## config.mk

```make
export PLATFORM = sky130hd
export DESIGN_NAME = tdf_fetch
export DESIGN_NICKNAME = d
export VERILOG_FILES = /design/src/rtl/tdf_pkg.sv /design/src/rtl/tdf_ahb_slave.sv /design/src/rtl/tdf_fetch.sv
export SDC_FILE = /design/constraint.sdc
export NUM_CORES = 1
export LEC_CHECK = 0
export CAP_MARGIN = 20
export CORE_UTILIZATION = 39
export DETAILED_ROUTE_END_ITERATION = 6
export DONT_BUFFER_PORTS = 1
export SLEW_MARGIN = 10
export SYNTH_ARGS = -nofsm -noshare
export SYNTH_HDL_FRONTEND = slang
export SYNTH_HIERARCHICAL = 1
export SYNTH_SLANG_ARGS = --single-unit
```

## constraint.sdc

```tcl
create_clock -name clk_sys_i -period 7.5 [get_ports clk_sys_i]
set_clock_uncertainty 0.2 [all_clocks]
set_input_delay 0.375 -clock clk_sys_i [delete_from_list [all_inputs] [get_ports clk_sys_i]]
set_output_delay 0.375 -clock clk_sys_i [all_outputs]
set_load 0.01 [all_outputs]
```

## src/rtl/tdf_pkg.sv

```systemverilog
package tdf_pkg;

    // ******************************************************************
    // Descriptor layout in host memory (byte offsets).
    // ******************************************************************
    localparam logic [7:0]  DESC_NEXT_OFS      = 8'h00;
    localparam logic [7:0]  DESC_CTRL_OFS      = 8'h08;
    localparam logic [7:0]  DESC_FRAG_OFS      = 8'h10;
    localparam logic [7:0]  DESC_FRAG_LAST_OFS = 8'h80;
    localparam logic [7:0]  DESC_ENTRY_BYTES   = 8'h08;
    localparam int          ADDR_W             = 40;
    localparam int          FRAG_MAX           = 15;

    // ******************************************************************
    // Control word field positions.
    // ******************************************************************
    localparam int          CW_ID_LSB          = 0;
    localparam int          CW_ID_MSB          = 15;
    localparam int          CW_ROUND_LSB       = 16;
    localparam int          CW_ROUND_MSB       = 17;
    localparam int          CW_TCP_BIT         = 18;
    localparam int          CW_UDP_BIT         = 19;
    localparam int          CW_IP_BIT          = 20;
    localparam int          CW_CRC_INH_BIT     = 21;
    localparam int          CW_FRAG_LSB        = 24;
    localparam int          CW_FRAG_MSB        = 27;
    localparam int          CW_OWNER_BIT       = 31;

    // ******************************************************************
    // AHB-Lite register map and encodings.
    // ******************************************************************
    localparam logic [7:0]  REG_CTRL           = 8'h00;
    localparam logic [7:0]  REG_HEAD_LO        = 8'h04;
    localparam logic [7:0]  REG_HEAD_HI        = 8'h08;
    localparam logic [7:0]  REG_STATUS         = 8'h0c;
    localparam logic [7:0]  REG_CTRL_WORD      = 8'h10;
    localparam logic [7:0]  REG_CUR_LO         = 8'h14;
    localparam logic [7:0]  REG_COUNT          = 8'h18;
    localparam logic [1:0]  HTRANS_NONSEQ      = 2'h2;
    localparam logic [31:0] RESET_WORD         = 32'h0000_0000;

    typedef struct packed {
        logic        valid;
        logic [15:0] frame_id;
        logic [1:0]  length_round_select;
        logic        tcp_csum_offload;
        logic        udp_csum_offload;
        logic        ip_csum_offload;
        logic        crc_append;
        logic [3:0]  fragment_total;
    } tdf_frame_t;

    typedef struct packed {
        logic              req;
        logic              wr;
        logic [ADDR_W-1:0] addr;
        logic [31:0]       wdata;
    } tdf_mreq_t;

endpackage

```

## src/rtl/tdf_ahb_slave.sv

```systemverilog
`timescale 1ns/10ps
module tdf_ahb_slave
(
    input  wire logic        clk_sys_i,
    input  wire logic        reset_n_i,
    input  wire logic        hsel_i,
    input  wire logic [7:0]  haddr_i,
    input  wire logic [1:0]  htrans_i,
    input  wire logic        hwrite_i,
    input  wire logic        hready_i,
    input  wire logic [31:0] hwdata_i,
    input  wire logic [31:0] rd_data_i,
    output logic             wr_en_o,
    output logic [7:0]       wr_addr_o,
    output logic [31:0]      wr_data_o,
    output logic [7:0]       rd_addr_o,
    output logic [31:0]      hrdata_o
);
    import tdf_pkg::*;

    // ******************************************************************
    // Zero-wait slave: address phase captured, data phase completes at once.
    // ******************************************************************
    logic       wr_pend_ff;
    logic [7:0] addr_ff;
    wire        take = hsel_i & hready_i & htrans_i[1];

    always_ff @(posedge clk_sys_i or negedge reset_n_i)
    begin
        if (!reset_n_i)
        begin
            wr_pend_ff <= 1'b0;
            addr_ff    <= 8'h00;
        end
        else if (hready_i)
        begin
            wr_pend_ff <= take & hwrite_i;
            addr_ff    <= take ? haddr_i : addr_ff;
        end
    end

    assign wr_en_o   = wr_pend_ff;
    assign wr_addr_o = addr_ff;
    assign wr_data_o = hwdata_i;
    assign rd_addr_o = haddr_i;

    always_ff @(posedge clk_sys_i or negedge reset_n_i)
    begin
        if (!reset_n_i)
            hrdata_o <= RESET_WORD;
        else if (take & ~hwrite_i)
            hrdata_o <= rd_data_i;
    end
endmodule

```

## src/rtl/tdf_fetch.sv

```systemverilog
// Local design decisions: register access over AHB-Lite and the address map.
`timescale 1ns/10ps
// Function
// [RL1] Host aligns descriptors on 64-bit boundaries.
// [RL2] Layout: next 0x00, control 0x08, fragments 0x10.
// [RL3] Next address uses low 40 bits only.
// [RL4] Zero next pointer ends the chain.
// [RL5] Host zeros upper pointer bits; device ignores them.
// [RL6] Control bits 15:0 carry frame identifier.
// [RL7] Bits 17:16 select length rounding boundary.
// [RL8] Bit 18 requests TCP checksum insertion.
// [RL9] Bit 19 requests UDP checksum insertion.
// [RL10] Bit 20 requests IP checksum insertion.
// [RL11] Host sets offload bits only for matching frames.
// [RL12] Offload forces device-appended frame check sequence.
// [RL13] Bit 31 ownership: fetch on zero, set when done.
// [RL14] Bits 27:24 fragment count; zero means no data.
// [RL15] Bit 21 inhibits CRC append, except underrun.
// [RL16] Bus master walks descriptor chain in order.
module tdf_fetch
(
    input  wire logic                clk_sys_i,
    input  wire logic                reset_n_i,
    input  wire logic                hsel_i,
    input  wire logic [7:0]          haddr_i,
    input  wire logic [1:0]          htrans_i,
    input  wire logic                hwrite_i,
    input  wire logic [2:0]          hsize_i,
    input  wire logic [31:0]         hwdata_i,
    output logic                     hreadyout_o,
    output logic                     hresp_o,
    output logic [31:0]              hrdata_o,
    output tdf_pkg::tdf_mreq_t       mreq_o,
    input  wire logic                m_ack_i,
    input  wire logic [31:0]         m_rdata_i,
    input  wire logic                tx_underrun_i,
    output tdf_pkg::tdf_frame_t      frame_o,
    output logic [39:0]              frag_addr_o,
    output logic [31:0]              frag_len_o,
    output logic                     frag_valid_o,
    output logic                     crc_force_bad_o
);
    import tdf_pkg::*;

    // ******************************************************************
    // State and registers.
    // ******************************************************************
    typedef enum logic [3:0] {
        ST_IDLE, ST_NEXT_LO, ST_NEXT_HI, ST_CTRL, ST_FRAG_LO, ST_FRAG_HI,
        ST_FRAG_OUT, ST_DONE_WR, ST_STEP
    } tdf_state_t;

    tdf_state_t        state_ff;
    tdf_state_t        nxt_state;
    logic              enable_ff;
    logic              kick_ff;
    logic [ADDR_W-1:0] head_ff;
    logic [ADDR_W-1:0] cur_ff;
    logic [ADDR_W-1:0] next_ff;
    logic [31:0]       ctrl_ff;
    logic [31:0]       frag_lo_ff;
    logic [3:0]        frag_idx_ff;
    logic [31:0]       desc_count_ff;
    logic              req_ff;
    logic              wr_ff;
    logic [ADDR_W-1:0] maddr_ff;
    logic [31:0]       mwdata_ff;
    logic              fvalid_ff;
    logic              bad_ff;
    tdf_frame_t        frame_ff;

    logic              wr_en;
    logic [7:0]        wr_addr;
    logic [31:0]       wr_data;
    logic [7:0]        rd_addr;
    logic [31:0]       rd_data;

    tdf_ahb_slave u_slave
    (
        .clk_sys_i (clk_sys_i),
        .reset_n_i (reset_n_i),
        .hsel_i    (hsel_i),
        .haddr_i   (haddr_i),
        .htrans_i  (htrans_i),
        .hwrite_i  (hwrite_i),
        .hready_i  (1'b1),
        .hwdata_i  (hwdata_i),
        .rd_data_i (rd_data),
        .wr_en_o   (wr_en),
        .wr_addr_o (wr_addr),
        .wr_data_o (wr_data),
        .rd_addr_o (rd_addr),
        .hrdata_o  (hrdata_o)
    );

    assign hreadyout_o = 1'b1;
    assign hresp_o     = 1'b0;

    // ******************************************************************
    // Register decode.
    // ******************************************************************
    function automatic logic [ADDR_W-1:0] entry_addr(input logic [ADDR_W-1:0] base, input logic [7:0] ofs);
        entry_addr = base + {{(ADDR_W-8){1'b0}}, ofs};
    endfunction

    wire [3:0]  fcount   = ctrl_ff[CW_FRAG_MSB:CW_FRAG_LSB];
    wire        any_csum = ctrl_ff[CW_TCP_BIT] | ctrl_ff[CW_UDP_BIT] | ctrl_ff[CW_IP_BIT];
    wire        busy     = (state_ff != ST_IDLE);
    wire        mdone    = req_ff & m_ack_i;

    assign rd_data = (rd_addr == REG_CTRL)      ? {31'h0, enable_ff} :
                     (rd_addr == REG_HEAD_LO)   ? head_ff[31:0] :
                     (rd_addr == REG_HEAD_HI)   ? {24'h0, head_ff[39:32]} :
                     (rd_addr == REG_STATUS)    ? {30'h0, kick_ff, busy} :
                     (rd_addr == REG_CTRL_WORD) ? ctrl_ff :
                     (rd_addr == REG_CUR_LO)    ? cur_ff[31:0] :
                     (rd_addr == REG_COUNT)     ? desc_count_ff : RESET_WORD;

    // ******************************************************************
    // Chain walker next state.
    // ******************************************************************
    always_comb
    begin
        nxt_state = state_ff;
        unique case (state_ff)
            ST_IDLE:     if (enable_ff && kick_ff && head_ff != '0) nxt_state = ST_CTRL;
            ST_CTRL:     if (mdone) nxt_state = m_rdata_i[CW_OWNER_BIT] ? ST_IDLE : ST_NEXT_LO; // RL13
            ST_NEXT_LO:  if (mdone) nxt_state = ST_NEXT_HI;
            ST_NEXT_HI:  if (mdone) nxt_state = (fcount == 4'h0) ? ST_DONE_WR : ST_FRAG_LO; // RL14
            ST_FRAG_LO:  if (mdone) nxt_state = ST_FRAG_HI;
            ST_FRAG_HI:  if (mdone) nxt_state = ST_FRAG_OUT;
            // The index has already stepped past the entry just handed out.
            ST_FRAG_OUT: nxt_state = (frag_idx_ff >= fcount) ? ST_DONE_WR : ST_FRAG_LO;
            ST_DONE_WR:  if (mdone) nxt_state = ST_STEP;
            ST_STEP:     nxt_state = (next_ff == '0) ? ST_IDLE : ST_CTRL; // RL4
            default:     nxt_state = ST_IDLE;
        endcase
    end

    wire [7:0] frag_ofs = DESC_FRAG_OFS + {frag_idx_ff, 3'b000};
    wire       issue    = (nxt_state != state_ff) || (state_ff == ST_IDLE);

    // ******************************************************************
    // Sequential logic.
    // ******************************************************************
    always_ff @(posedge clk_sys_i or negedge reset_n_i)
    begin
        if (!reset_n_i)
        begin
            state_ff      <= ST_IDLE;
            enable_ff     <= 1'b0;
            kick_ff       <= 1'b0;
            head_ff       <= '0;
            cur_ff        <= '0;
            next_ff       <= '0;
            ctrl_ff       <= RESET_WORD;
            frag_lo_ff    <= RESET_WORD;
            frag_idx_ff   <= 4'h0;
            desc_count_ff <= RESET_WORD;
            req_ff        <= 1'b0;
            wr_ff         <= 1'b0;
            maddr_ff      <= '0;
            mwdata_ff     <= RESET_WORD;
            fvalid_ff     <= 1'b0;
            bad_ff        <= 1'b0;
            frame_ff      <= '0;
            frag_addr_o   <= '0;
            frag_len_o    <= RESET_WORD;
        end
        else
        begin
            state_ff  <= nxt_state;
            fvalid_ff <= (state_ff == ST_FRAG_OUT);
            bad_ff    <= tx_underrun_i & frame_ff.valid; // RL15
            if (wr_en && wr_addr == REG_CTRL)
                enable_ff <= wr_data[0];
            if (wr_en && wr_addr == REG_HEAD_LO)
                head_ff[31:0] <= {wr_data[31:3], 3'b000}; // RL1
            if (wr_en && wr_addr == REG_HEAD_HI)
                head_ff[39:32] <= wr_data[7:0];
            // A kick that lands in the cycle the walker leaves ST_IDLE is kept: set wins.
            if (wr_en && wr_addr == REG_STATUS && wr_data[1])
                kick_ff <= 1'b1;
            else if (state_ff == ST_IDLE && nxt_state == ST_CTRL)
                kick_ff <= 1'b0;
            if (state_ff == ST_IDLE && nxt_state == ST_CTRL)
                cur_ff <= head_ff;
            if (state_ff == ST_STEP && next_ff != '0)
            begin
                cur_ff  <= next_ff; // RL16
                head_ff <= next_ff;
            end
            if (state_ff == ST_STEP && next_ff == '0)
                head_ff <= cur_ff;
            if (mdone && state_ff == ST_CTRL)
                ctrl_ff <= m_rdata_i;
            if (mdone && state_ff == ST_NEXT_LO)
                next_ff[31:0] <= m_rdata_i;
            if (mdone && state_ff == ST_NEXT_HI)
                next_ff[39:32] <= m_rdata_i[7:0]; // RL3 RL5
            if (mdone && state_ff == ST_FRAG_LO)
                frag_lo_ff <= m_rdata_i;
            if (mdone && state_ff == ST_FRAG_HI)
            begin
                frag_addr_o <= {m_rdata_i[7:0], frag_lo_ff};
                frag_len_o  <= {16'h0, m_rdata_i[31:16]};
            end
            if (state_ff == ST_NEXT_LO && mdone)
                frag_idx_ff <= 4'h0;
            else if (state_ff == ST_FRAG_HI && mdone)
                frag_idx_ff <= frag_idx_ff + 4'h1;
            if (mdone && state_ff == ST_NEXT_HI)
            begin
                frame_ff.valid               <= 1'b1;
                frame_ff.frame_id            <= ctrl_ff[CW_ID_MSB:CW_ID_LSB]; // RL6
                frame_ff.length_round_select <= ctrl_ff[CW_ROUND_MSB:CW_ROUND_LSB]; // RL7
                frame_ff.tcp_csum_offload    <= ctrl_ff[CW_TCP_BIT]; // RL8
                frame_ff.udp_csum_offload    <= ctrl_ff[CW_UDP_BIT]; // RL9
                frame_ff.ip_csum_offload     <= ctrl_ff[CW_IP_BIT]; // RL10
                frame_ff.crc_append          <= ~ctrl_ff[CW_CRC_INH_BIT] | any_csum; // RL12 RL15
                frame_ff.fragment_total      <= fcount; // RL14
            end
            else if (state_ff == ST_STEP)
                frame_ff.valid <= 1'b0;
            if (mdone && state_ff == ST_DONE_WR)
                desc_count_ff <= desc_count_ff + 32'h1;
            // Except after a fragment high word or the completion write, the next fetch is raised on the clock edge that ends the cycle in which the previous answer lands.
            if (issue && nxt_state != ST_IDLE && nxt_state != ST_FRAG_OUT && nxt_state != ST_STEP)
            begin
                req_ff <= 1'b1;
                wr_ff  <= (nxt_state == ST_DONE_WR);
                unique case (nxt_state)
                    ST_CTRL:    maddr_ff <= entry_addr((state_ff == ST_IDLE) ? head_ff : next_ff, DESC_CTRL_OFS); // RL2
                    ST_NEXT_LO: maddr_ff <= entry_addr(cur_ff, DESC_NEXT_OFS);
                    ST_NEXT_HI: maddr_ff <= entry_addr(cur_ff, DESC_NEXT_OFS + 8'h04);
                    ST_FRAG_LO: maddr_ff <= entry_addr(cur_ff, frag_ofs);
                    ST_FRAG_HI: maddr_ff <= entry_addr(cur_ff, frag_ofs + 8'h04);
                    default:    maddr_ff <= entry_addr(cur_ff, DESC_CTRL_OFS);
                endcase
                mwdata_ff <= ctrl_ff | (32'h1 << CW_OWNER_BIT); // RL13
            end
            else if (mdone)
                req_ff <= 1'b0;
        end
    end

    // ******************************************************************
    // Outputs.
    // ******************************************************************
    assign mreq_o          = '{req: req_ff, wr: wr_ff, addr: maddr_ff, wdata: mwdata_ff};
    assign frame_o         = frame_ff;
    assign frag_valid_o    = fvalid_ff;
    assign crc_force_bad_o = bad_ff;

    // ******************************************************************
    // Checks.
    // ******************************************************************
    owner_skip_a : assert property (@(posedge clk_sys_i) disable iff (!reset_n_i) // RL13
        (state_ff == ST_CTRL && mdone && m_rdata_i[CW_OWNER_BIT]) |=> state_ff == ST_IDLE)
        else $error("Owned descriptor was fetched.");
    chain_end_a : assert property (@(posedge clk_sys_i) disable iff (!reset_n_i) // RL4
        (state_ff == ST_STEP && next_ff == '0) |=> state_ff == ST_IDLE)
        else $error("Chain not ended on zero pointer.");
    crc_forced_a : assert property (@(posedge clk_sys_i) disable iff (!reset_n_i) // RL12
        frame_ff.valid && (frame_ff.tcp_csum_offload || frame_ff.udp_csum_offload || frame_ff.ip_csum_offload)
        |-> frame_ff.crc_append)
        else $error("Offload without CRC append.");
    done_write_a : assert property (@(posedge clk_sys_i) disable iff (!reset_n_i) // RL13
        (req_ff && wr_ff) |-> mwdata_ff[CW_OWNER_BIT])
        else $error("Completion write lacks owner flag.");
    no_frag_a : assert property (@(posedge clk_sys_i) disable iff (!reset_n_i) // RL14
        (state_ff == ST_NEXT_HI && mdone && fcount == 4'h0) |=> state_ff == ST_DONE_WR)
        else $error("Empty descriptor fetched fragments.");
    addr_align_a : assert property (@(posedge clk_sys_i) disable iff (!reset_n_i) // RL2
        (req_ff && !wr_ff && state_ff == ST_CTRL) |-> maddr_ff[2:0] == 3'h0)
        else $error("Control word fetch misaligned.");
    id_copy_a : assert property (@(posedge clk_sys_i) disable iff (!reset_n_i) // RL6
        (state_ff == ST_NEXT_HI && mdone) |=> frame_ff.frame_id == $past(ctrl_ff[15:0]))
        else $error("Frame identifier not captured.");
    step_order_a : assert property (@(posedge clk_sys_i) disable iff (!reset_n_i) // RL16
        (state_ff == ST_STEP && next_ff != '0) |=> cur_ff == $past(next_ff))
        else $error("Chain step went elsewhere.");
    ptr_high_a : assert property (@(posedge clk_sys_i) disable iff (!reset_n_i) // RL3
        (state_ff == ST_NEXT_HI && mdone) |=> next_ff[39:32] == $past(m_rdata_i[7:0]))
        else $error("Next pointer high byte not taken.");
    round_copy_a : assert property (@(posedge clk_sys_i) disable iff (!reset_n_i) // RL7
        (state_ff == ST_NEXT_HI && mdone) |=> frame_ff.length_round_select == $past(ctrl_ff[17:16]))
        else $error("Length rounding select not captured.");
    offload_copy_a : assert property (@(posedge clk_sys_i) disable iff (!reset_n_i) // RL8 RL9 RL10
        (state_ff == ST_NEXT_HI && mdone)
        |=> {frame_ff.ip_csum_offload, frame_ff.udp_csum_offload, frame_ff.tcp_csum_offload}
            == $past(ctrl_ff[CW_IP_BIT:CW_TCP_BIT]))
        else $error("Checksum offload bits not captured.");
    crc_inhibit_a : assert property (@(posedge clk_sys_i) disable iff (!reset_n_i) // RL15
        (state_ff == ST_NEXT_HI && mdone && ctrl_ff[CW_CRC_INH_BIT] && !any_csum) |=> !frame_ff.crc_append)
        else $error("Inhibited CRC still appended.");
    bad_crc_a : assert property (@(posedge clk_sys_i) disable iff (!reset_n_i) // RL15
        (tx_underrun_i && frame_ff.valid) |=> bad_ff)
        else $error("Underrun did not force a bad CRC.");
    frag_range_a : assert property (@(posedge clk_sys_i) disable iff (!reset_n_i) // RL14
        (state_ff == ST_FRAG_OUT) |-> (frag_idx_ff != 4'h0 && frag_idx_ff <= fcount))
        else $error("Fragment handed out beyond the count.");
    req_hold_a : assert property (@(posedge clk_sys_i) disable iff (!reset_n_i) // RL16
        (req_ff && !m_ack_i) |=> (req_ff && maddr_ff == $past(maddr_ff)))
        else $error("Memory request dropped before its answer.");
    done_count_a : assert property (@(posedge clk_sys_i) disable iff (!reset_n_i) // RL13
        (state_ff == ST_DONE_WR && mdone) |=> desc_count_ff == $past(desc_count_ff) + 32'h1)
        else $error("Completed descriptor not counted.");
endmodule

```

## Word level (Yosys, flattened, before mapping)

Index checks and enable logic that the tools add are counted.

- Flip-flop bits (word level): 426
- Input port bits: 83

- Bitwise gates (word level): 10
- Equality and inequality tests: 26
- Reductions and logical operators: 36
- Magnitude comparators: 1
- Add/sub/neg operators: 9
- Multiplexer cells: 35

Operators by type and width:

| operator | number |
|---|---|
| 32-bit 2-to-1 mux | 8 |
| 40-bit 2-to-1 mux | 5 |
| 40-bit case mux with 5 select lines | 1 |
| 40-bit by 4-bit adder with 40-bit output, second input constant | 2 |
| 40-bit by 8-bit adder with 40-bit output | 2 |
| 40-bit nonzero test | 2 |
| 40-bit by 3-bit adder with 40-bit output, second input constant | 1 |
| 40-bit logical NOT | 1 |
| 4-bit 2-to-1 mux | 9 |
| 4-bit case mux with 9 select lines | 1 |
| 32-bit by 1-bit adder with 32-bit output, second input constant | 1 |
| 8-bit by 4-bit == test with 1-bit output, second input constant | 4 |
| 4-bit by 3-bit == test with 1-bit output, second input constant | 7 |
| 8-bit by 5-bit == test with 1-bit output, second input constant | 3 |
| 1-bit logical AND | 19 |
| 4-bit by 2-bit == test with 1-bit output, second input constant | 4 |
| 8-bit by 3-bit == test with 1-bit output, second input constant | 2 |
| 8-bit logical NOT | 2 |
| 2-bit nonzero test | 5 |
| 5-bit by 7-bit adder with 8-bit output, first input constant | 1 |
| 8-bit by 3-bit adder with 8-bit output, second input constant | 1 |
| 4-bit by 1-bit == test with 1-bit output, second input constant | 2 |
| 4-bit logical NOT | 2 |
| 8-bit 2-to-1 mux | 1 |
| other kinds (14) | 31 |

## Longest topological paths before layout

Gate-level depths: netlist of the first run.

- Word-level depth: 10
- Gate-level depth with buffers: 21
- Gate-level depth less buffers: 19

## Hierarchy

Netlist of the first run, hierarchy kept.

Modules (own cells, without submodules):

| module | sequential area each (um^2) | area an instance (um^2) | times used | cells an instance |
|---|---|---|---|---|
| tdf_fetch | 9634.2 | 21061.4 | 1 | 2210 |
| tdf_ahb_slave | 1026.0 | 1971.9 | 1 | 129 |

## Worst setup path before layout of the first run

OpenSTA, ideal clock, no wires.

- Path kind: register to register
- Start: register frag_idx_ff[0]
- End: register maddr_ff[32]
- Path slack: 2.723 ns
- Setup time: 0.126 ns
- Buffers on the path: 1
- Data arrival time: 4.451 ns
- Stages on the path, launching flop included: 21
- Required time: 7.174 ns
- Period minus slack after synthesis: 4.777 ns
- Cell sequence: dfrtp_1 -> inv_1 -> ha_1 -> nand2b_1 -> a2111oi_0 -> a2bb2oi_1 -> nand4_2 -> or3_1 -> clkbuf_1 -> or2_2 -> nor2_1 -> ha_1 -> a21o_1 -> a21o_1 -> a211o_1 -> and2_1 -> nand2b_1 -> nand2_1 -> a21oi_1 -> nor3_1 -> o32a_1

- Cells in the longest elaborated chain, start to end: 8
- Elaborated cells between the ends (all ways): 21

Ends and longest elaborated chain:

| item | line | RTL |
|---|---|---|
| start, declared | tdf_fetch.sv:62 | `logic [3:0] frag_idx_ff;` |
| start signal, assigned | tdf_fetch.sv:211 | `frag_idx_ff <= frag_idx_ff + 4'h1;` |
| branches (longest 8 deep; another with 40-bit by 8-bit adder with 40-bit output) | n/a |  |
| end signal, assigned | tdf_fetch.sv:233 | `ST_CTRL: maddr_ff <= entry_addr((state_ff == ST_IDLE) ? head_ff : next_ff, DESC_CTRL_OFS);` |
| end signal, assigned | tdf_fetch.sv:234 | `ST_NEXT_LO: maddr_ff <= entry_addr(cur_ff, DESC_NEXT_OFS);` |
| end signal, assigned | tdf_fetch.sv:235 | `ST_NEXT_HI: maddr_ff <= entry_addr(cur_ff, DESC_NEXT_OFS + 8'h04);` |
| end, declared | tdf_fetch.sv:66 | `logic [ADDR_W-1:0] maddr_ff;` |

Several ways; the timed one is not identified.
A chain may end at the register's enable or synchronous reset.

## Final worst setup path of the first run

- Start: register next_ff[13]
- End: register maddr_ff[33]

- Cells in the longest elaborated chain, start to end: 8
- Elaborated cells between the ends (all ways): 19

Ends and longest elaborated chain:

| item | line | RTL |
|---|---|---|
| start, declared | tdf_fetch.sv:59 | `logic [ADDR_W-1:0] next_ff;` |
| start signal, assigned | tdf_fetch.sv:198 | `next_ff[31:0] <= m_rdata_i;` |
| branches (longest 8 deep; another with 40-bit by 4-bit adder with 40-bit output) | n/a |  |

Several ways; the timed one is not identified.

==> impl_metrics.py, run 1 <==
metrics = {
    "setup_path": {
        "crit_path_start_kind": "flip-flop",
        "r2r_cells": 17,
        "crit_type": "flip-flop to flip-flop",
        "crit_arrival_ps": 6000,
        "worstSetupEndpointType": "flip-flop",
        "critPathMaxFanout": 10,
        "critPathRequiredTime_ps": 7770,
    },
    "clock_tree": {
        "numCtsBuffers": 48,
        "clk_latency_ps": 600,
        "clk_pin_slew_ps": 60,
        "clk_path_buf_depth": 3,
        "cts_hold_buf": 84,
        "cts-root-buf": "clkbuf_16",
        "cts_sinks": 426,
        "h-tree-depth": 2,
        "cts_resized": 0,
        "postCtsSetupBuffers": 0,
        "tritoncts": "done",
    },
    "sta": {
        "hold_viol_final": 426,
        "fin_hold_ws_ps": -686,
        "slew_viol_final": 101,
        "fmax_ghz": 0.175,
        "max_slew_margin_pct": -5.27,
        "rsz0062_at_grt": "false",
        "setup_tns_ps": 0,
        "setup_viol": 0,
        "fin_crit_ps": 5730,
        "worst_pin_slew_ps": 1580,
        "min_period_over_period_pct": 76.4,
    },
    "die": {
        "ios": 292,
        "die_area_sq_mm": 0.0600,
        "die_width_microns": 245,
        "coreArea_sq_mm": 0.0580,
        "rows": 88,
        "fp.dieH_microns": 245,
        "start_util_pct": 39.7,
    },
    "yosys": {
        "seq_area_frac_synth_pct": 46.3,
        "yosysTopAreaCell": "dfrtp_1",
        "synthSimpleGateAreaFrac_pct": 15.5,
        "synthCells": 2339,
        "yosysUniqueCellTypes": 83,
        "ys.flop_type": "dfrtp_1",
        "yosys_warnings": 6,
        "synth_top_family_by_area": "multiplexers",
        "synth_edf_count": 0,
        "synth.avg_cell_area_sq_um": 9.85,
        "synth_top_area_share_pct": 46.3,
        "synth_top_cells_by_area": "dfrtp_1 (46%), mux2_2 (8.2%), nand2_1 (6.2%)",
        "synth_mux_area_share_pct": 15.6,
        "synth_compound_area_share_pct": 12.4,
        "synthAdderAreaFrac_pct": 1.15,
        "synthXorXnorAreaFrac_pct": 3.65,
        "synth_area_sq_mm": 0.0230,
        "async_flop_share_pct": 100,
        "ys_seq_elements": 426,
    },
    "power_and_ir_drop": {
        "irDropWorstVdd_v": 0.000269,
        "clkPwrFrac_pct": 20.9,
        "power_mw": 12.2,
        "power.net_switching_mw": 5.51,
        "power.internal_mw": 6.72,
        "pwr-share-comb_pct": 39.7,
        "power.share.sequential_pct": 39.4,
        "p_sw_share_pct": 45.1,
        "power.density_mw_per_mm2": 476,
        "p_leak_nw": 11.2,
    },
    "global_route": {
        "grt_overflow": 0,
        "antenna_found_initial": 10,
        "grt_usage_pct": 26.2,
        "met3_usage_pct": 6.59,
        "grt_pass1_vias": 18090,
        "use_met1_pct": 36.6,
        "grt_pass1_wl_mm": 120,
        "grt_util_met2_pct": 39.5,
        "grt_max_degree": 427,
        "grt-busiest-layer": "met2",
    },
    "placed_design": {
        "portBuffers": 0,
        "place_hpwl_mm": 55.5,
        "postPlaceCellArea_sq_mm": 0.0232,
        "gp_congestion": 0.943,
    },
    "detailed_routing": {
        "totalWireLength_mm": 79.0,
        "drt-wirelength-per-cell_microns": 25.5,
        "vias": 18377,
        "ant_nets": 0,
        "drt_pre_antenna_iters": 6,
        "drtIter0Drc": 1832,
        "drc": 0,
        "vias_per_cell": 5.92,
    },
    "finish": {
        "final_cell_mix": "dfrtp_1 (426), nand2_1 (377), mux2_2 (167)",
        "fin_area_sq_mm": 0.0257,
        "fin_util_pct": 44.3,
        "fill_cells": 5429,
        "drive_above_1_share_pct": 14.6,
        "nNetsFinal": 2397,
        "areaGrowthSynthToFinish_pct": 11.7,
        "final_common_cell": "dfrtp_1",
    },
    "min_path": {
        "worst_hold_path_type": "primary input to async pin",
    },
    "run_status": {
        "status": "complete, but fails checks",
        "violations": "negative hold slack, max-slew violations",
    },
    "flow_run": {
        "max_cap_viol_count": 0,
    },
}
## Yosys cell counts, types with 7 or more instances
library cell,count
a211o_1,28
a211oi_1,16
a21o_1,9
a21oi_1,60
a222oi_1,10
a22oi_1,9
a31oi_1,21
and2_1,10
and3_1,25
buf_1,16
buf_2,24
buf_4,63
clkbuf_1,118
dfrtp_1,426
ha_1,18
inv_1,27
mux2_2,167
mux2_4,30
mux2i_1,123
nand2_1,378
nand2b_1,10
nand3_1,73
nand4_1,28
nor2_1,139
nor3_1,37
nor4_1,28
o211ai_1,15
o21ai_0,148
o21ai_1,13
o221ai_1,9
o22ai_1,30
o31ai_1,15
or2_2,7
or3_1,12
xnor2_1,53
xor2_1,43
## final cells by class
class | instances | area, sq um | area share, %
multi-input combinational | 1678 | 11200 | 43.7
sequential | 426 | 10700 | 41.4
clock buffer | 61 | 1300 | 5.05
inverter | 28 | 105 | 0.409
tap | 765 | 957 | 3.72
clock inverter | 26 | 395 | 1.54
timing repair buffer | 112 | 1050 | 4.08
antenna | 7 | 17.5 | 0.0681
## power by group through the flow
stage,Clock (mW),Sequential (mW),Combinational [mW]
2_1_floorplan,0,3.99,3.86
3_3_place_gp,0,4.77,4.63
3_5_place_dp,0,4.81,4.73
4_1_cts,2.61,4.78,4.81
5_1_grt,2.70,4.94,5.35
6_report,2.56,4.82,4.86
## per-stage QoR
stage	std cells	setup slack (ps)
2_1_floorplan	2359	2720
3_3_place_gp	2923	1970
3_5_place_dp	2924	1830
4_1_cts	3095	1790
5_1_grt	3099	1500
6_report	3103	1770
## flip-flops by register name, summed over array words and instances (netlist names), 4 cells and up
register	cells
cur_ff	40
frag_addr_o	40
head_ff	40
maddr_ff	40
next_ff	40
ctrl_ff	32
desc_count_ff	32
frag_lo_ff	32
mwdata_ff	32
u_slave/hrdata_o	32
frame_o	27
frag_len_o	16
u_slave/wr_addr_o	8
frag_idx_ff	4
state_ff	4
## cells by family (layout without fill, tap and decap cells)
logic type,count (synthesis),after routing
compound gates,437,437
xor+xnor,96,96
fa+ha+maj,20,20
buf+inv,255,227
flops,426,426
mux,321,321
other cells,2,29
simple gates,782,782
## critical path: stages, from the launching register on
cell	delay [ps]
dfrtp_1	480
nor4_1	760
nand4_1	290
o21ai_1	310
nand4_2	270
or3_1	530
or2_2	360
nor2_1	210
fa_1	240
a21o_1	120
a21oi_1	90
o21bai_1	440
nand3_1	380
a21o_1	310
o211ai_1	170
o21ai_0	110
a21oi_1	210
a21oi_1	100
## worst paths after layout
check | slack [ps] | startpoint | to
worst min register to register | 280 | desc_count_ff[31] | desc_count_ff[31]
max in group asynchronous | 6550 | reset_n_i | maddr_ff[20]
worst max register to register | 1770 | next_ff[13] | maddr_ff[33]
min in group clk_sys_i | 60 | haddr_i[3] | u_slave/hrdata_o[28]
worst min-delay path | -690 | reset_n_i | maddr_ff[4]
worst max-delay path | 1770 | next_ff[13] | maddr_ff[33]
## metal layers
layer | wire length (microns) | vias to the layer above | part of all wire [%]
li1 | - | 8166 | -
met1 | 33800 | 9177 | 43
met2 | 35100 | 876 | 44
met3 | 7520 | 152 | 9.5
met4 | 2560 | 6 | 3.2
met5 | 36 | - | 0.046
Note: power is estimated with default switching activity, not from simulation.
==> run 2, diff against run 1 <==
--- a/config.mk
+++ b/config.mk
@@ -5,6 +5,7 @@
 export SDC_FILE = /design/constraint.sdc
 export NUM_CORES = 1
 export LEC_CHECK = 0
+export ABC_AREA = 1
 export CAP_MARGIN = 20
 export CORE_UTILIZATION = 39
 export DETAILED_ROUTE_END_ITERATION = 6
==> constraint.sdc (replaced) <==
create_clock -name clk_sys_i -period 5 [get_ports clk_sys_i]
set_clock_uncertainty 0.2 [all_clocks]
set_input_delay 0.25 -clock clk_sys_i [delete_from_list [all_inputs] [get_ports clk_sys_i]]
set_output_delay 0.25 -clock clk_sys_i [all_outputs]
set_load 0.01 [all_outputs]
==> run 2 against run 1 <==
Net effect:
- synthesized cell count up 38%
- count of clock-buffer cells in the layout up 5
- the run still ends with negative hold slack, max-slew violations left
- critical path depth up 8
- critical path type unchanged
- global-route usage up 2.2 points
- sequential power up 33%
- first-iteration DRC count up 32%
- wire length up 13%
- sequential cell count unchanged
- worst setup slack worse by 1300 ps
- maximum frequency up 27%
- utilization up 0.27 points
==> impl_metrics.py, run 2 <==
metrics = {
    "setup_path": {
        "critPathRequiredTime_ps": 5340,
        "crit_arrival_ps": 4860,
        "path_common_cell": "nor2_1",
        "cp_num_buf_inv": 1,
        "worstSetupEndpointType": "flip-flop",
        "crit_type": "flip-flop to flip-flop",
        "crit_path_top_delay_cell": "dfrtp_1",
        "slowest_delay_ps": 450,
        "critPathMaxFanout": 5,
        "crit_path_start_kind": "flip-flop",
        "crit_family": "simple AND/OR/NAND/NOR gates",
    },
    "sta": {
        "min_period_over_period_pct": 90.4,
        "worst_slack_ps": 481,
        "setup_viol": 0,
        "fin_crit_ps": 4520,
        "worst_pin_slew_ps": 2130,
        "fin_hold_ws_ps": -852,
        "setup_tns_ps": 0,
        "fmax_ghz": 0.221,
        "hold_viol_final": 426,
        "rsz0062_at_grt": "false",
        "max_slew_margin_pct": -42.2,
        "slew_viol_final": 277,
    },
    "detailed_routing": {
        "vias_per_cell": 5.37,
        "vias": 21789,
        "totalWireLength_mm": 89.1,
        "ant_nets": 0,
        "drc": 0,
        "drtIter0Drc": 2425,
        "drt-wirelength-per-cell_microns": 21.9,
        "drt_pre_antenna_iters": 6,
    },
    "min_path": {
        "worst_hold_path_type": "primary input to async pin",
    },
    "clock_tree": {
        "numCtsBuffers": 49,
        "tritoncts": "done",
        "clk_pin_slew_ps": 60,
        "clk_path_buf_depth": 3,
        "cts_hold_buf": 88,
        "cts-root-buf": "clkbuf_16",
        "h-tree-depth": 2,
        "cts_resized": 0,
        "clk_latency_ps": 630,
        "cts_sinks": 426,
        "postCtsSetupBuffers": 0,
    },
    "die": {
        "fp.dieH_microns": 249,
        "coreArea_sq_mm": 0.0604,
        "rows": 90,
        "die_area_sq_mm": 0.0620,
        "die_width_microns": 249,
        "ios": 292,
        "start_util_pct": 39.4,
    },
    "global_route": {
        "met3_usage_pct": 5.46,
        "grt_util_met2_pct": 43.8,
        "grt-busiest-layer": "met2",
        "grt_max_degree": 427,
        "grt_pass1_vias": 20684,
        "use_met1_pct": 39.5,
        "grt_pass1_wl_mm": 133,
        "grt_usage_pct": 28.5,
        "grt_overflow": 0,
        "antenna_found_initial": 10,
    },
    "yosys": {
        "synthTopCellsByCount": "nand2_1 (1140), dfrtp_1 (426), inv_1 (288)",
        "synthCells": 3225,
        "synth_most_common_cell": "nand2_1",
        "seq_area_frac_synth_pct": 44.8,
        "yosysUniqueCellTypes": 59,
        "yosysTopAreaCell": "dfrtp_1",
        "ys_seq_elements": 426,
        "synth_edf_count": 0,
        "yosys_warnings": 6,
        "ys.flop_type": "dfrtp_1",
        "synth_area_sq_mm": 0.0238,
        "synth.avg_cell_area_sq_um": 7.38,
        "synth_top_area_share_pct": 44.8,
        "async_flop_share_pct": 100,
        "synth_top_cells_by_area": "dfrtp_1 (45%), nand2_1 (18%), o21ai_0 (4.9%)",
    },
    "placed_design": {
        "post-place-ws_ps": 542,
        "portBuffers": 0,
        "place_hpwl_mm": 65.8,
        "gp_congestion": 0.965,
    },
    "flow_run": {
        "max_cap_viol_count": 0,
    },
    "finish": {
        "drive_above_1_share_pct": 5.95,
        "regArea_sq_mm": 0.0107,
        "areaGrowthSynthToFinish_pct": 13.0,
        "multi_input_area_sq_mm": 0.0110,
        "fill_cells": 6140,
        "nNetsFinal": 3339,
        "final_common_cell": "nand2_1",
        "final_cell_mix": "nand2_1 (1137), dfrtp_1 (426), inv_1 (288)",
    },
    "run_status": {
        "violations": "negative hold slack, max-slew violations",
        "status": "complete, but fails checks",
    },
    "power_and_ir_drop": {
        "power.density_mw_per_mm2": 641,
        "irDropWorstVdd_v": 0.000632,
        "p_leak_nw": 13.3,
        "power_mw": 17.2,
    },
}
==> run 2: path summary, 6_finish.rpt <==
path / from / to / slack [ps] / depth (start not counted)
hold reg to reg: frag_lo_ff[24] / frag_addr_o[24] / 270 / 2
setup / recovery: next_ff[18] / maddr_ff[35] / 480 / 25
hold / removal: reset_n_i / mwdata_ff[31] / -850 / 0
max in group asynchronous: reset_n_i / maddr_ff[12] / 3770 / 0
setup reg to reg: next_ff[18] / maddr_ff[35] / 480 / 25
min in group clk_sys_i: haddr_i[3] / u_slave/hrdata_o[1] / 40 / 6
==> run 2: per-layer routing <==
| layer | vias to the layer above | part of all wire (%) |
|---|---|---|
| met5 | - | 0.091 |
| met4 | 12 | 4.1 |
| met3 | 181 | 7.7 |
| met2 | 882 | 44 |
| met1 | 10412 | 44 |
| li1 | 10302 | - |
==> run 2: report_power, final <==
part | internal, mW | switching [mW] | leakage [nW]
Clock | 2.37 | 1.61 | 0.860
Combinational | 2.04 | 4.80 | 6.93
Sequential | 4.71 | 1.71 | 5.47
==> run 2: cell families after synthesis <==
| logic type | share of synthesized area (%) |
|---|---|
| other | 0.0315 |
| XOR/XNOR | 4.38 |
| buffers and inverters | 9.38 |
| AND/OR/NAND/NOR | 29.5 |
| adder cells (fa/ha/maj) | 1.11 |
| multiplexers | 0.0473 |
| flip-flops | 44.8 |
| AO/OA/AOI/OAI | 10.8 |
==> run 2: cell type report <==
| type | count | share of cell area (%) |
|---|---|---|
| clock inverters | 24 | 1.50 |
| inverters | 301 | 4.21 |
| multi-input cells | 2313 | 40.9 |
| clock buffers | 66 | 5.13 |
| flip-flops and latches | 426 | 39.6 |
| repair buffers | 145 | 4.96 |
| diodes | 4 | 0.0372 |
| well taps | 782 | 3.64 |
==> run 2: metrics by stage <==
stage / cells / util (%) / cell area, sq um
after floorplan: 3245 / - / 23900
after global placement: 3878 / 40.1 / 24200
after detailed placement: 3879 / 40.2 / 24200
after CTS: 4057 / 44.6 / 26900
after global routing: 4061 / 44.6 / 26900
final: 4061 / 44.6 / 26900
